`config.mk`:
```
export PLATFORM = sky130hd
export DESIGN_NAME = pmt_timer
export DESIGN_NICKNAME = d
export VERILOG_FILES = /design/src/pmt_pkg.sv /design/src/pmt_postscaler.sv /design/src/pmt_prescaler.sv /design/src/pmt_timer.sv
export SDC_FILE = /design/constraint.sdc
export NUM_CORES = 1
export LEC_CHECK = 0
export BUFFER_PORTS_ARGS = -buffer_cell sky130_fd_sc_hd__clkbuf_2
export CORE_MARGIN = 1.5
export CORE_UTILIZATION = 40
export DETAILED_ROUTE_END_ITERATION = 16
export GPL_ROUTABILITY_DRIVEN = 0
export PLACE_DENSITY = 0.67
export RECOVER_POWER = 25
export SYNTH_ARGS = -nofsm -noshare
export SYNTH_HDL_FRONTEND = slang
export SYNTH_SLANG_ARGS = --single-unit
```
`constraint.sdc`:
```
create_clock -name hclk -period 5.3 [get_ports hclk]
set_clock_uncertainty 0.1 [all_clocks]
set_input_delay 0.265 -clock hclk [delete_from_list [all_inputs] [get_ports hclk]]
set_output_delay 0.265 -clock hclk [all_outputs]
set_load 0.02 [all_outputs]
```
`src/pmt_pkg.sv`:
```
// Constants for the period match timer: register indices, field
// positions, reset values and the instruction clock divider.
// Assumes one clock domain (hclk) and an AHB-Lite register port.
//
// Contract
// - Counter counts up from 00h and wraps to 00h after matching the period.
// - Any reset loads the period register with all ones.
// - Reset clears the count; software may read and write it anytime.
// - Count and period registers are read/write; writes store directly.
// - Instruction clock feeds prescaler: 00 gives 1:1, 01 gives 1:4, 1x 1:16.
// - Match events pass a postscaler dividing by field plus one, bits 6:3.
// - Each postscaler pulse sets the flag at bit 1; it stays until cleared.
// - Count write, control write or reset clear prescaler and postscaler.
// - A control write leaves the count value unchanged.
// - Run bit 2 enables counting; when clear the count holds.
// - Match pulse before the postscaler goes out to the serial port.
// - Count value and match event go out to the PWM unit.
package pmt_pkg;

   ////////////////////////////////////////////////////////////////////
   // Register indices; byte address is four times the index
   localparam logic [7:0] PMT_IDX_INT_CTRL = 8'h0b;
   localparam logic [7:0] PMT_IDX_IRQ_FLAG = 8'h0c;
   localparam logic [7:0] PMT_IDX_COUNT    = 8'h11;
   localparam logic [7:0] PMT_IDX_CONTROL  = 8'h12;
   localparam logic [7:0] PMT_IDX_IRQ_EN   = 8'h8c;
   localparam logic [7:0] PMT_IDX_PERIOD   = 8'h92;

   ////////////////////////////////////////////////////////////////////
   // Field positions
   localparam int PMT_CTL_PRE_LSB   = 0;
   localparam int PMT_CTL_RUN_BIT   = 2;
   localparam int PMT_CTL_POST_LSB  = 3;
   localparam int PMT_FLAG_TMR_BIT  = 1;
   localparam int PMT_INT_GLOB_BIT  = 7;
   localparam int PMT_INT_PERI_BIT  = 6;

   ////////////////////////////////////////////////////////////////////
   // Reset values
   localparam logic [7:0] PMT_COUNT_RST   = 8'h00;
   localparam logic [7:0] PMT_PERIOD_RST  = 8'hff;
   localparam logic [6:0] PMT_CONTROL_RST = 7'h00;

   ////////////////////////////////////////////////////////////////////
   // Timing: hclk is the oscillator, the instruction clock is one in four
   localparam logic [1:0] PMT_INSTR_LAST  = 2'h3;
   localparam logic [3:0] PMT_PRE_LAST_1  = 4'h0;
   localparam logic [3:0] PMT_PRE_LAST_4  = 4'h3;
   localparam logic [3:0] PMT_PRE_LAST_16 = 4'hf;

   typedef enum logic [1:0] {
      PMT_BUS_IDLE,
      PMT_BUS_WRITE,
      PMT_BUS_RD_WAIT,
      PMT_BUS_RD_DONE
   } pmt_bus_state_t;

endpackage

```
`src/pmt_postscaler.sv`:
```
// Match postscaler: one pulse out per (sel + 1) match pulses in.
// Assumes match is a one-cycle strobe on hclk.
`timescale 1ns/1ps
module pmt_postscaler (
   input  wire logic       hclk,
   input  wire logic       hresetn,
   input  wire logic       match,
   input  wire logic       clear,
   input  wire logic [3:0] sel,
   output logic            pulse
);
   logic [3:0] cnt_q;

   assign pulse = match & ~clear & (cnt_q == sel);

   always_ff @(posedge hclk or negedge hresetn) begin
      if (!hresetn) begin
         cnt_q <= 4'h0;
      end else if (clear) begin
         cnt_q <= 4'h0;
      end else if (match) begin
         // Sel may shrink below cnt; the wrap via 4'hf keeps it bounded
         cnt_q <= (cnt_q == sel) ? 4'h0 : cnt_q + 4'h1;
      end
   end
endmodule

```
`src/pmt_prescaler.sv`:
```
// Input prescaler for the period match timer.
// Assumes tick is a one-cycle strobe on hclk.
`timescale 1ns/1ps
module pmt_prescaler (
   input  wire logic       hclk,
   input  wire logic       hresetn,
   input  wire logic       tick,
   input  wire logic       clear,
   input  wire logic [1:0] sel,
   output logic            pulse
);
   import pmt_pkg::*;

   logic [3:0] cnt_q;
   logic [3:0] last;

   always_comb begin
      case (sel)
         2'h0:    last = PMT_PRE_LAST_1;
         2'h1:    last = PMT_PRE_LAST_4;
         default: last = PMT_PRE_LAST_16;
      endcase
   end

   assign pulse = tick & ~clear & (cnt_q == last);

   always_ff @(posedge hclk or negedge hresetn) begin
      if (!hresetn) begin
         cnt_q <= 4'h0;
      end else if (clear) begin
         cnt_q <= 4'h0;
      end else if (tick) begin
         cnt_q <= (cnt_q == last) ? 4'h0 : cnt_q + 4'h1;
      end
   end
endmodule

```
`src/pmt_timer.sv`:
```
// Period match timer: 8-bit counter, period register, prescaler,
// postscaler, interrupt flag and enables behind an AHB-Lite slave.
// Assumes a single AHB master, whole-word single transfers, hclk as
// the oscillator and hresetn as the merged device reset.
//
// The AHB-Lite slave port was decided locally.
`timescale 1ns/1ps
module pmt_timer (
   input  wire logic        hclk,
   input  wire logic        hresetn,
   input  wire logic        hsel,
   input  wire logic [31:0] haddr,
   input  wire logic [1:0]  htrans,
   input  wire logic        hwrite,
   input  wire logic [2:0]  hsize,
   input  wire logic [31:0] hwdata,
   input  wire logic        hready,
   output logic             hreadyout,
   output logic [31:0]      hrdata,
   output logic             hresp,
   output logic             irq,
   output logic             sync_serial_shift_tick,
   output logic             pwm_period_match,
   output logic [7:0]       pwm_timebase_count,
   output logic [7:0]       pwm_timebase_period
);
   import pmt_pkg::*;

   ////////////////////////////////////////////////////////////////////
   // Declarations

   pmt_bus_state_t bus_q;
   pmt_bus_state_t bus_d;

   logic [7:0]  idx_q;
   logic        mapped_q;
   logic [31:0] hrdata_q;

   logic [7:0]  count_q;
   logic [7:0]  count_d;
   logic [7:0]  period_q;
   logic [6:0]  control_q;
   logic        flag_q;
   logic        flag_d;
   logic        irq_en_q;
   logic        global_en_q;
   logic        periph_en_q;

   logic [1:0]  instr_phase_q;
   logic        instr_tick;
   logic        run;
   logic [1:0]  pre_sel;
   logic [3:0]  post_sel;

   logic        addr_valid;
   logic        addr_mapped;
   logic        wr_en;
   logic        wr_count;
   logic        wr_control;
   logic        wr_period;
   logic        wr_flags;
   logic        wr_irq_en;
   logic        wr_int_ctrl;
   logic        scaler_clear;
   logic        flag_clear;
   logic        rd_capture;
   logic        at_period;
   logic        pre_pulse;
   logic        match;
   logic        post_pulse;
   logic [7:0]  rd_mux;

   logic        shift_tick_q;
   logic        pwm_match_q;
   logic        irq_q;

   ////////////////////////////////////////////////////////////////////
   // Control fields

   assign run      = control_q[PMT_CTL_RUN_BIT];
   assign pre_sel  = control_q[PMT_CTL_PRE_LSB +: 2];
   assign post_sel = control_q[PMT_CTL_POST_LSB +: 4];

   ////////////////////////////////////////////////////////////////////
   // AHB-Lite address phase

   // Whole words only: hsize is not checked, so a byte store writes the word
   assign addr_valid  = hsel & hready & htrans[1];
   assign addr_mapped = (haddr[31:10] == 22'h0)
                      & (haddr[1:0] == 2'h0)
                      & ((haddr[9:2] == PMT_IDX_INT_CTRL)
                       | (haddr[9:2] == PMT_IDX_IRQ_FLAG)
                       | (haddr[9:2] == PMT_IDX_COUNT)
                       | (haddr[9:2] == PMT_IDX_CONTROL)
                       | (haddr[9:2] == PMT_IDX_IRQ_EN)
                       | (haddr[9:2] == PMT_IDX_PERIOD));

   // Reads take one wait state so a write just before is always seen
   always_comb begin
      bus_d = bus_q;
      case (bus_q)
         PMT_BUS_IDLE,
         PMT_BUS_WRITE,
         PMT_BUS_RD_DONE: begin
            if (addr_valid) begin
               bus_d = hwrite ? PMT_BUS_WRITE : PMT_BUS_RD_WAIT;
            end else begin
               bus_d = PMT_BUS_IDLE;
            end
         end
         PMT_BUS_RD_WAIT: begin
            bus_d = PMT_BUS_RD_DONE;
         end
         default: begin
            bus_d = PMT_BUS_IDLE;
         end
      endcase
   end

   always_ff @(posedge hclk or negedge hresetn) begin
      if (!hresetn) begin
         bus_q <= PMT_BUS_IDLE;
      end else begin
         bus_q <= bus_d;
      end
   end

   assign rd_capture = (bus_q == PMT_BUS_RD_WAIT);

   always_ff @(posedge hclk or negedge hresetn) begin
      if (!hresetn) begin
         idx_q <= 8'h00;
      end else if (addr_valid && !rd_capture) begin
         idx_q <= haddr[9:2];
      end
   end

   always_ff @(posedge hclk or negedge hresetn) begin
      if (!hresetn) begin
         mapped_q <= 1'b0;
      end else if (addr_valid && !rd_capture) begin
         mapped_q <= addr_mapped;
      end
   end

   assign hreadyout = ~rd_capture;
   assign hresp     = 1'b0;
   assign hrdata    = hrdata_q;

   ////////////////////////////////////////////////////////////////////
   // Write strobes, taken in the data phase

   assign wr_en       = (bus_q == PMT_BUS_WRITE) & mapped_q;
   assign wr_count    = wr_en & (idx_q == PMT_IDX_COUNT);
   assign wr_control  = wr_en & (idx_q == PMT_IDX_CONTROL);
   assign wr_period   = wr_en & (idx_q == PMT_IDX_PERIOD);
   assign wr_flags    = wr_en & (idx_q == PMT_IDX_IRQ_FLAG);
   assign wr_irq_en   = wr_en & (idx_q == PMT_IDX_IRQ_EN);
   assign wr_int_ctrl = wr_en & (idx_q == PMT_IDX_INT_CTRL);

   // Either write resets the scalers; a control write keeps the count
   assign scaler_clear = wr_count | wr_control;

   ////////////////////////////////////////////////////////////////////
   // Read data

   always_comb begin
      rd_mux = 8'h00;
      case (idx_q)
         PMT_IDX_INT_CTRL: begin
            rd_mux[PMT_INT_GLOB_BIT] = global_en_q;
            rd_mux[PMT_INT_PERI_BIT] = periph_en_q;
         end
         PMT_IDX_IRQ_FLAG: rd_mux[PMT_FLAG_TMR_BIT] = flag_q;
         PMT_IDX_COUNT:    rd_mux = count_q;
         PMT_IDX_CONTROL:  rd_mux = {1'b0, control_q};
         PMT_IDX_IRQ_EN:   rd_mux[PMT_FLAG_TMR_BIT] = irq_en_q;
         PMT_IDX_PERIOD:   rd_mux = period_q;
         default:          rd_mux = 8'h00;
      endcase
   end

   always_ff @(posedge hclk or negedge hresetn) begin
      if (!hresetn) begin
         hrdata_q <= 32'h0000_0000;
      end else if (rd_capture) begin
         hrdata_q <= mapped_q ? {24'h00_0000, rd_mux} : 32'h0000_0000;
      end
   end

   ////////////////////////////////////////////////////////////////////
   // Configuration registers

   always_ff @(posedge hclk or negedge hresetn) begin
      if (!hresetn) begin
         control_q <= PMT_CONTROL_RST;
      end else if (wr_control) begin
         control_q <= hwdata[6:0];
      end
   end

   always_ff @(posedge hclk or negedge hresetn) begin
      if (!hresetn) begin
         period_q <= PMT_PERIOD_RST;
      end else if (wr_period) begin
         period_q <= hwdata[7:0];
      end
   end

   always_ff @(posedge hclk or negedge hresetn) begin
      if (!hresetn) begin
         irq_en_q <= 1'b0;
      end else if (wr_irq_en) begin
         irq_en_q <= hwdata[PMT_FLAG_TMR_BIT];
      end
   end

   always_ff @(posedge hclk or negedge hresetn) begin
      if (!hresetn) begin
         global_en_q <= 1'b0;
      end else if (wr_int_ctrl) begin
         global_en_q <= hwdata[PMT_INT_GLOB_BIT];
      end
   end

   always_ff @(posedge hclk or negedge hresetn) begin
      if (!hresetn) begin
         periph_en_q <= 1'b0;
      end else if (wr_int_ctrl) begin
         periph_en_q <= hwdata[PMT_INT_PERI_BIT];
      end
   end

   ////////////////////////////////////////////////////////////////////
   // Instruction clock and prescaler

   always_ff @(posedge hclk or negedge hresetn) begin
      if (!hresetn) begin
         instr_phase_q <= 2'h0;
      end else begin
         instr_phase_q <= instr_phase_q + 2'h1;
      end
   end

   // Gated before the prescaler so a stopped timer holds the prescaler still; instr_phase_q keeps counting
   assign instr_tick = (instr_phase_q == PMT_INSTR_LAST) & run;

   pmt_prescaler pmt_prescaler_i (
      .hclk    (hclk),
      .hresetn (hresetn),
      .tick    (instr_tick),
      .clear   (scaler_clear),
      .sel     (pre_sel),
      .pulse   (pre_pulse)
   );

   ////////////////////////////////////////////////////////////////////
   // Counter

   assign at_period = (count_q == period_q);
   assign match     = pre_pulse & at_period & ~wr_count;

   always_comb begin
      count_d = count_q;
      if (wr_count) begin
         count_d = hwdata[7:0];
      end else if (pre_pulse) begin
         count_d = match ? PMT_COUNT_RST : count_q + 8'h01;
      end
   end

   always_ff @(posedge hclk or negedge hresetn) begin
      if (!hresetn) begin
         count_q <= PMT_COUNT_RST;
      end else begin
         count_q <= count_d;
      end
   end

   ////////////////////////////////////////////////////////////////////
   // Postscaler and interrupt

   pmt_postscaler pmt_postscaler_i (
      .hclk    (hclk),
      .hresetn (hresetn),
      .match   (match),
      .clear   (scaler_clear),
      .sel     (post_sel),
      .pulse   (post_pulse)
   );

   // A set in the same cycle as a write-one clear wins, so no event is lost
   assign flag_clear = wr_flags & hwdata[PMT_FLAG_TMR_BIT];

   always_comb begin
      flag_d = flag_q;
      if (flag_clear) begin
         flag_d = 1'b0;
      end
      if (post_pulse) begin
         flag_d = 1'b1;
      end
   end

   always_ff @(posedge hclk or negedge hresetn) begin
      if (!hresetn) begin
         flag_q <= 1'b0;
      end else begin
         flag_q <= flag_d;
      end
   end

   // Registered so an enable write never glitches the request line
   always_ff @(posedge hclk or negedge hresetn) begin
      if (!hresetn) begin
         irq_q <= 1'b0;
      end else begin
         irq_q <= flag_d & irq_en_q & periph_en_q & global_en_q;
      end
   end

   assign irq = irq_q;

   ////////////////////////////////////////////////////////////////////
   // Outputs to serial port and PWM unit

   always_ff @(posedge hclk or negedge hresetn) begin
      if (!hresetn) begin
         shift_tick_q <= 1'b0;
      end else begin
         shift_tick_q <= match;
      end
   end

   always_ff @(posedge hclk or negedge hresetn) begin
      if (!hresetn) begin
         pwm_match_q <= 1'b0;
      end else begin
         pwm_match_q <= match;
      end
   end

   assign sync_serial_shift_tick = shift_tick_q;
   assign pwm_period_match       = pwm_match_q;
   assign pwm_timebase_count     = count_q;
   assign pwm_timebase_period    = period_q;

endmodule

```
Word level (Yosys, flattened, before mapping)
Index checks and enable logic that the tools add are counted.
W data, S select, Z words.
Operators by class
  eq/ne operators: 20
  muxes and demuxes: 20
  bitwise gates (word level): 31
  reductions and logical operators: 10
  add/sub/neg operators: 4
Operator list (count)
  $eq A8 B4 Y1 const B: 4
  $eq A8 B5 Y1 const B: 4
  $eq A8 B8 Y1 const B: 4
  $mux W8: 4
  $mux W4: 6
  $and A1 B1 Y1: 22
  $logic_not A22 Y1: 1
  $pmux W4 S3: 1
  $add A4 B1 Y4 const B: 2
  $add A8 B1 Y8 const B: 1
  $eq A4 B4 Y1: 2
  $eq A8 B8 Y1: 1
  $pmux W2 S4: 1
  $pmux W4 S2: 1
  $eq A2 B2 Y1 const B: 3
  $logic_not A2 Y1: 3
  $or A1 B1 Y1: 6
  $reduce_bool A2 Y1: 3
  $pmux W1 S5: 1
  $eq A2 B1 Y1 const B: 2
  $mux W2: 2
  $pmux W2 S2: 1
  $not A1 Y1: 3
  $pmux W1 S3: 1
  other kinds (5): 6
Storage, ports and cells
  bits in registers: 82
  logic and storage cells: 101
  output and inout bits: 53
  input bits: 74

Logic depth before layout (Yosys ltp)
Gate-level depths: netlist of run 1.
  depth after elaboration: 15
  mapped depth: 8
  depth with buffers taken out: 6

Hierarchy
A second synthesis of run 1 with hierarchy kept.
Second synthesis, totals
  cell total of the unflattened synthesis: 321
  area, all modules: 3318.2 µm²
Modules (own cells, without submodules)
  pmt_timer: instances 1, sequential area each 1261.2 µm², cells an instance 264, area an instance 2781.4 µm²
  pmt_postscaler: instances 1, sequential area each 100.1 µm², cells an instance 28, area an instance 281.5 µm²
  pmt_prescaler: instances 1, sequential area each 100.1 µm², cells an instance 29, area an instance 255.2 µm²

Worst setup path after synthesis of run 1
No wires, ideal clock.
  path type: register to register
  start point: register idx_q[5]
  end point: register period_q[1], in the netlist pwm_timebase_period[1]
  data arrival time: 2.081 ns
  stages on the path, launching flop included: 7
  required time: 5.118 ns
  period minus slack after synthesis: 2.263 ns
  buffers on the path: 2
  path slack: 3.037 ns
  library setup time: 0.082 ns
  cell sequence: dfrtp_1 or4b_1 buf_6 nor4b_4 and2_1 buf_6 mux2_2
Between the ends
  longest elaborated chain between the ends: 2
RTL lines
  from (decl): line pmt_timer.sv:35  | logic [7:0] idx_q;
  from (signal assigned): line pmt_timer.sv:134  | idx_q <= haddr[9:2];
  $eq A8 B8 Y1: line pmt_timer.sv:156  | assign wr_period = wr_en & (idx_q == PMT_IDX_PERIOD);
  $and A1 B1 Y1: line pmt_timer.sv:156
  to (signal assigned): line pmt_timer.sv:206  | period_q <= hwdata[7:0];
  to (decl): line pmt_timer.sv:41  | logic [7:0] period_q;
Every way passes these cells.
A chain may end at the register's enable or synchronous reset.

==> impl_metrics.env, run 1 <==
export IMPL_via_per_inst=5.39
export IMPL_drv_slew=59
export IMPL_cpPeakStageDelay_ns=2.14
export IMPL_async_flop_share_pct=100
export IMPL_fp_dieArea_mm2=0.00904
export IMPL_pwr_share_clk_pct=34.0
export IMPL_synth_top_cell_area_share_pct=36.9
export IMPL_switching_share_pct=32.6
export IMPL_switchingPower_uw=435
export IMPL_critPathArrivalTime_ns=2.52
export IMPL_die_w_um=95.1
export IMPL_critical_path_class="input pin to async pin"
export IMPL_combPwrFrac_pct=21.6
export IMPL_clk_latency_ns=0.34
export IMPL_worst_path_buf_inv=2
export IMPL_ff2ff_setup_slack_ns=2.49
export IMPL_rsz0062_at_grt="no"
export IMPL_reg2regPathDepth=4
export IMPL_synth_area_top_cells="dfrtp_1 37%, mux2_2 6.3%, dfstp_2 6.2%, buf_4 5.8%, xor2_1 3.6%"
export IMPL_grt_ovfl_total=0
export IMPL_vdd_drop_max_mv=0.164
export IMPL_finalWirelength_mm=7.82
export IMPL_post_route_period_util_pct=53.6
export IMPL_grt_first_pass_wirelength_mm=12.7
export IMPL_slew_headroom_pct=-103
export IMPL_hold_path_class="input pin to flop"
export IMPL_worst_pin_slew_ns=3.05
export IMPL_synthCells=318
export IMPL_critPathLaunchType="input pin"
export IMPL_cts_sinks=58
export IMPL_final_nets=470
export IMPL_cts_resized=0
export IMPL_path_clk_slew_ns=0.07
export IMPL_holdBufCountCts=0
export IMPL_synth_edf_count=0
export IMPL_synth_avg_cell_area_um2=10.7
export IMPL_coreArea_mm2=0.00822
export IMPL_antenna_found_initial=0
export IMPL_n_antenna_cell=0
export IMPL_synth_flop_cell="dfrtp_1"
export IMPL_grt_pass1_vias=2600
export IMPL_avgRoutedWirePerCell_um=15.6
export IMPL_syn_to_final_growth_pct=16.1
export IMPL_cts_buffer_depth=2
export IMPL_synthesis_area_mm2=0.00339
export IMPL_drive_above_1_share_pct=33.2
export IMPL_grt_max_degree=59
export IMPL_drt_initial_drc_count=199
export IMPL_post_cts_buffers=0
export IMPL_r2r_end="pwm_timebase_period[4]$_DFFE_PN1P_"
export IMPL_cp_startpoint="hresetn"
export IMPL_row_count=33
export IMPL_hold_start="hwrite"
export IMPL_synth_cell_types=67
export IMPL_path_cells="clkbuf_2, clkbuf_1"
export IMPL_holdWs_ns=0.0381
export IMPL_die_y_um=95.1
export IMPL_fillCellCount=775
export IMPL_path_max_fanout=58
export IMPL_htree_levels=3
export IMPL_drc_errors=0
export IMPL_cts_buffers=9
export IMPL_start_util_pct=41.3
export IMPL_cp_data_required_time_ns=4.98
export IMPL_period_needed_ns=2.84
export IMPL_yosys_area_top_type="dfrtp_1"
export IMPL_final_antenna_net_count=0
export IMPL_hold_viol=0
export IMPL_powerDensity_mw_per_mm2=339
export IMPL_hpwl_mm=5.81
export IMPL_ys_warn_count=0
export IMPL_port_buffer_count=73
export IMPL_ys_seq_area_share_pct=43.1
export IMPL_ios=127
export IMPL_cpMaxStageDelayCell="clkbuf_1"
export IMPL_path_depth=2
export IMPL_fin_setup_tns_ns=0
export IMPL_ys_seq_elements=58
export IMPL_drv_cap=1
export IMPL_r2r_start="idx_q[5]$_DFFE_PN0P_"
export IMPL_cp_endpoint="instr_phase_q[1]$_DFF_PN0_"
export IMPL_power_leakage_uw=0.00182
export IMPL_seq_power_share_pct=44.4
export IMPL_grt_total_usage_pct=18.5
export IMPL_p_total_uw=1330
export IMPL_end_kind="async pin"
export IMPL_violations="max-capacitance violations, max-slew violations"
export IMPL_p_int_uw=899
export IMPL_cts_root_buf="clkbuf_8"
export IMPL_first_pass_iters=5
export IMPL_fmax_mhz=352
export IMPL_route_vias_total=2707
export IMPL_setup_viol=0
export IMPL_critPathTopFamily="buffers and inverters"
export IMPL_tritoncts="yes"
export IMPL_status="finished with violations"
## per-stage QoR
stage	setup slack, ns	cell area [um^2]	util (%)	instances
floorplan	3.04	3480	-	342
global placement	2.57	3720	45.3	486
detailed placement	2.53	3720	45.3	486
CTS	2.50	3940	47.9	502
global route	1.74	3940	47.9	502
finish	2.46	3940	47.9	502
## registers in the layout, summed over array words and instances, names as in the netlist, 2 cells and up
name / flops
control_q: 7
pwm_timebase_count: 8
bus_q: 2
instr_phase_q: 2
idx_q: 8
pmt_prescaler_i.cnt_q: 4
pmt_postscaler_i.cnt_q: 4
pwm_timebase_period: 8
hrdata: 8
## cell type report
type | count | area, um^2 | area share (%)
Multi-Input combinational cell | 242 | 1720 | 43.8
Inverter | 6 | 22.5 | 0.572
Timing Repair Buffer | 75 | 377 | 9.57
Clock buffer | 11 | 141 | 3.59
Tap cell | 105 | 131 | 3.34
Sequential cell | 58 | 1460 | 37.1
Clock inverter | 5 | 77.6 | 1.97
## worst min-delay path by stage
stage                                             to  depth (start not counted)
final                             bus_q[1]$_DFF_PN0_                          2
after global routing              bus_q[1]$_DFF_PN0_                          2
after CTS                      hrdata[5]$_DFFE_PN0P_                          2
after detailed placement  instr_phase_q[0]$_DFF_PN0_                          1
after global placement    instr_phase_q[0]$_DFF_PN0_                          1
after floorplan                   bus_q[0]$_DFF_PN0_                          0
## cell usage after synthesis (3+ instances only)
library cell,n
a21oi_1,15
a22o_1,7
and3_1,5
buf_4,26
buf_6,5
dfrtp_1,50
dfstp_2,8
ha_1,4
inv_1,6
mux2_2,19
mux2_4,6
mux2i_1,3
nand2_1,19
nand2b_1,7
nand3_1,9
nand3b_1,3
nor2_1,11
nor3_1,4
nor4_1,10
o21ai_0,22
or3_1,3
or4b_1,3
xor2_1,14
## routing by layer
| layer | track usage (%) | up-vias | part of all wire, % |
|---|---|---|---|
| li1 | - | 1291 | - |
| met1 | 25.3 | 1292 | 45 |
| met2 | 27.6 | 105 | 47 |
| met3 | 4.47 | 19 | 6.3 |
| met4 | 8.71 | 0 | 2.1 |
| met5 | 0 | - | 0 |
## placed cells by master (no fill, tap or decap), drive strengths merged, types with 9 or more instances in the layout
cell    synthesis  layout
nor2           11      11
dfrtp          50      50
xor2           14      14
nand2          19      19
nand3           9       9
o21ai          24      24
nor4           12      12
mux2           26      26
conb            1      25
a21oi          15      15
clkbuf          2      85
## cells by family after synthesis
kind of cell    Yosys count  synth area share, %
simple gates             98                 18.6
compound gates           71                 13.9
flops                    58                 43.1
buf+inv                  42                 8.71
mux                      29                 10.2
xor+xnor                 15                 3.87
fa+ha+maj                 4                 1.48
other cells               1                0.111
## power groups by stage
stage | clock (uW) | sequential, uW | combinational (uW)
finish | 453 | 592 | 288
global route | 478 | 604 | 318
CTS | 460 | 589 | 289
detailed placement | 0 | 596 | 288
global placement | 0 | 592 | 280
floorplan | 0 | 587 | 212
No activity file was read; power rests on OpenSTA's default activity.
==> inputs of run 2 (changes only) <==
--- a/config.mk
+++ b/config.mk
@@ -5,12 +5,13 @@
 export SDC_FILE = /design/constraint.sdc
 export NUM_CORES = 1
 export LEC_CHECK = 0
+export ABC_AREA = 1
 export BUFFER_PORTS_ARGS = -buffer_cell sky130_fd_sc_hd__clkbuf_2
 export CORE_MARGIN = 1.5
 export CORE_UTILIZATION = 40
 export DETAILED_ROUTE_END_ITERATION = 16
 export GPL_ROUTABILITY_DRIVEN = 0
-export PLACE_DENSITY = 0.67
+export PLACE_DENSITY = 0.69
 export RECOVER_POWER = 25
 export SYNTH_ARGS = -nofsm -noshare
 export SYNTH_HDL_FRONTEND = slang
==> constraint.sdc (replaced) <==
create_clock -name hclk -period 2.6 [get_ports hclk]
set_clock_uncertainty 0.1 [all_clocks]
set_input_delay 0.13 -clock hclk [delete_from_list [all_inputs] [get_ports hclk]]
set_output_delay 0.13 -clock hclk [all_outputs]
set_load 0.02 [all_outputs]
==> run 2 against run 1 <==
  * The run now ends clean
  * Register-to-register slack worse by 1.9 ns
  * Highest routed layer unchanged
  * Sequential power rose by 67%
  * Sequential share of layout area down 2.9 points
  * Critical path depth is 4 higher
  * Utilization increased by 1.2 points
  * Worst hold slack got worse by 0.036 ns
  * First-iteration DRC count shrank 31%
  * Synthesized cell count rose by 43%
==> impl_metrics.env, run 2 <==
export IMPL_synth_cell_types=41
export IMPL_met2_length_mm=4.29
export IMPL_tritoncts="yes"
export IMPL_start_util_pct=41.0
export IMPL_wl_met1_mm=3.79
export IMPL_cts_sinks=58
export IMPL_cts_buffer_depth=2
export IMPL_synthCells=455
export IMPL_critPathLaunchType="flop"
export IMPL_power_leakage_uw=0.00239
export IMPL_row_count=34
export IMPL_fillCellCount=860
export IMPL_first_pass_iters=4
export IMPL_synth_most_common_cell="nand2_1"
export IMPL_status="finished clean"
export IMPL_drv_cap=0
export IMPL_drt_initial_drc_count=138
export IMPL_cts_buffers=9
export IMPL_htree_levels=3
export IMPL_rsz0062_at_grt="no"
export IMPL_end_kind="flop"
export IMPL_drc_errors=0
export IMPL_post_route_period_util_pct=76.8
export IMPL_path_clk_slew_ns=0.07
export IMPL_die_y_um=97.3
export IMPL_clk_latency_ns=0.34
export IMPL_synth_fa_ha_area_share_pct=1.41
export IMPL_cp_data_required_time_ns=2.78
export IMPL_final_nets=624
export IMPL_grt_first_pass_wirelength_mm=14.2
export IMPL_vdd_drop_max_mv=0.237
export IMPL_hold_path_class="input pin to flop"
export IMPL_synth_xor_area_share_pct=2.71
export IMPL_grt_ovfl_total=0
export IMPL_synth_flop_cell="dfrtp_1"
export IMPL_finalWirelength_mm=8.55
export IMPL_synth_compound_area_share_pct=8.90
export IMPL_layout_commonest_cell="nand2_1"
export IMPL_powerDensity_mw_per_mm2=506
export IMPL_ios=127
export IMPL_fmax_mhz=501
export IMPL_syn_to_final_growth_pct=19.8
export IMPL_grt_pass1_vias=3082
export IMPL_synth_top_family_by_area="simple AND/OR/NAND/NOR gates"
export IMPL_synthSimpleGateAreaFrac_pct=32.1
export IMPL_synthesis_area_mm2=0.00356
export IMPL_setup_viol=0
export IMPL_via_per_inst=4.85
export IMPL_topRoutingLayerUsed="met4"
export IMPL_yosys_area_top_type="dfrtp_1"
export IMPL_hpwl_mm=6.27
export IMPL_fp_dieArea_mm2=0.00947
export IMPL_post_cts_buffers=0
export IMPL_muxShareOfSynthArea_pct=0
export IMPL_drive_above_1_share_pct=20.7
export IMPL_ys_seq_area_share_pct=41.1
export IMPL_ys_seq_elements=58
export IMPL_path_max_fanout=18
export IMPL_antenna_found_initial=0
export IMPL_wl_met3_um=347
export IMPL_grt_max_degree=44
export IMPL_avgRoutedWirePerCell_um=13.0
export IMPL_drv_slew=0
export IMPL_final_core_util_pct=49.1
export IMPL_synth_edf_count=0
export IMPL_layout_common_cells="110 x nand2_1, 54 x clkbuf_2, 53 x inv_1, 50 x dfrtp_1, 37 x nand3_1"
export IMPL_hold_viol=0
export IMPL_period_needed_ns=2.00
export IMPL_worst_pin_slew_ns=0.790
export IMPL_slew_headroom_pct=47.4
export IMPL_port_buffer_count=73
export IMPL_ys_warn_count=0
export IMPL_n_antenna_cell=0
export IMPL_synth_area_top_cells="dfrtp_1 35%, nand2_1 12%, dfstp_2 5.9%, buf_4 5.7%, inv_1 5.6%"
export IMPL_synth_top_cell_area_share_pct=35.2
export IMPL_fin_setup_tns_ns=0
export IMPL_cts_root_buf="clkbuf_8"
export IMPL_critical_path_class="flop to flop"
export IMPL_yosys_top_cells_count="110 x nand2_1, 53 x inv_1, 50 x dfrtp_1"
export IMPL_route_vias_total=3196
export IMPL_final_antenna_net_count=0
export IMPL_critPathArrivalTime_ns=2.18
export IMPL_synth_avg_cell_area_um2=7.82
export IMPL_async_flop_share_pct=100
export IMPL_grt_total_usage_pct=18.5
export IMPL_die_w_um=97.3
export IMPL_coreArea_mm2=0.00868
[run 2: cell count changes after synthesis, moves of 10 or more]
cell / before / now
nand2_1: 19 / 110
inv_1: 6 / 53
nand3_1: 9 / 37
mux2_2: 19 / 0
o21ai_1: 2 / 15
nor2_1: 11 / 21
[run 2: stage by stage]
step / hold WS (ns) / setup slack, ns / total power (uW) / std cells / area (um^2)
after global placement: -0.0467 / 0.899 / 1290 / 626 / 3910
after floorplan: -0.266 / 1.01 / 1230 / 479 / 3650
after global routing: 0.0449 / 0.390 / 2250 / 659 / 4260
after detailed placement: -0.0364 / 0.859 / 1300 / 626 / 3910
after CTS: 0.00139 / 0.832 / 2180 / 659 / 4290
final: 0.00215 / 0.604 / 2160 / 659 / 4260
[run 2: repair_timing]
action,in CTS,in global routing
endpoints found under the hold margin,44,0
resized for setup,0,0
hold buffers,17,0
[run 2: logic make-up (layout without fill, tap and decap cells)]
family          Yosys count  in the layout
compound gates           58             58
xor+xnor                 11             11
fa+ha+maj                 4              4
buf+inv                  99            171
flops                    58             58
other cells               1             25
simple gates            224            224
[run 2: cell type report]
type                       instances  area [um^2]  share of cell area, %
multi-input combinational        322         1700                   39.9
tap                              108          135                   3.17
inverter                          64          243                   5.69
clock buffer                      11          151                   3.55
sequential                        58         1460                   34.3
timing repair buffer              91          519                   12.2
clock inverter                     5         52.6                   1.23
[run 2: worst paths after layout]
path                                             from                                 end  slack (ns)  depth (start not counted)
max                                bus_q[1]$_DFF_PN0_                mapped_q$_DFFE_PN0P_        0.60                          6
min in group asynchronous                     hresetn   pwm_timebase_count[6]$_DFFE_PN0P_        0.28                          2
max reg2reg                        bus_q[1]$_DFF_PN0_                mapped_q$_DFFE_PN0P_        0.60                          6
min                                          haddr[2]                idx_q[0]$_DFFE_PN0P_       0.002                          3
max in group asynchronous                     hresetn  pwm_timebase_period[1]$_DFFE_PN1P_        1.05                          3
min reg2reg                instr_phase_q[0]$_DFF_PN0_          instr_phase_q[0]$_DFF_PN0_        0.32                          1
[run 2: power breakdown]
| group | internal, uW | switching (uW) | total, uW |
|---|---|---|---|
| Sequential | 951 | 39.6 | 990 |
| Clock | 489 | 367 | 856 |
| Combinational | 102 | 210 | 312 |
[run 2: layer usage]
metal  global-route usage (%)  up-vias
li1                         -     1606
met4                     7.14        0
met5                        0        -
met1                     22.4     1498
met3                     3.02       15
met2                     32.8       77
[run 2: critical path, stage by stage (launching register included)]
cell and delay [ns]:
dfrtp_1 0.41, inv_1 0.05, or2_0 0.59, nand2_2 0.35
nor3_1 0.26, nand3b_1 0.11, nand2_1 0.06
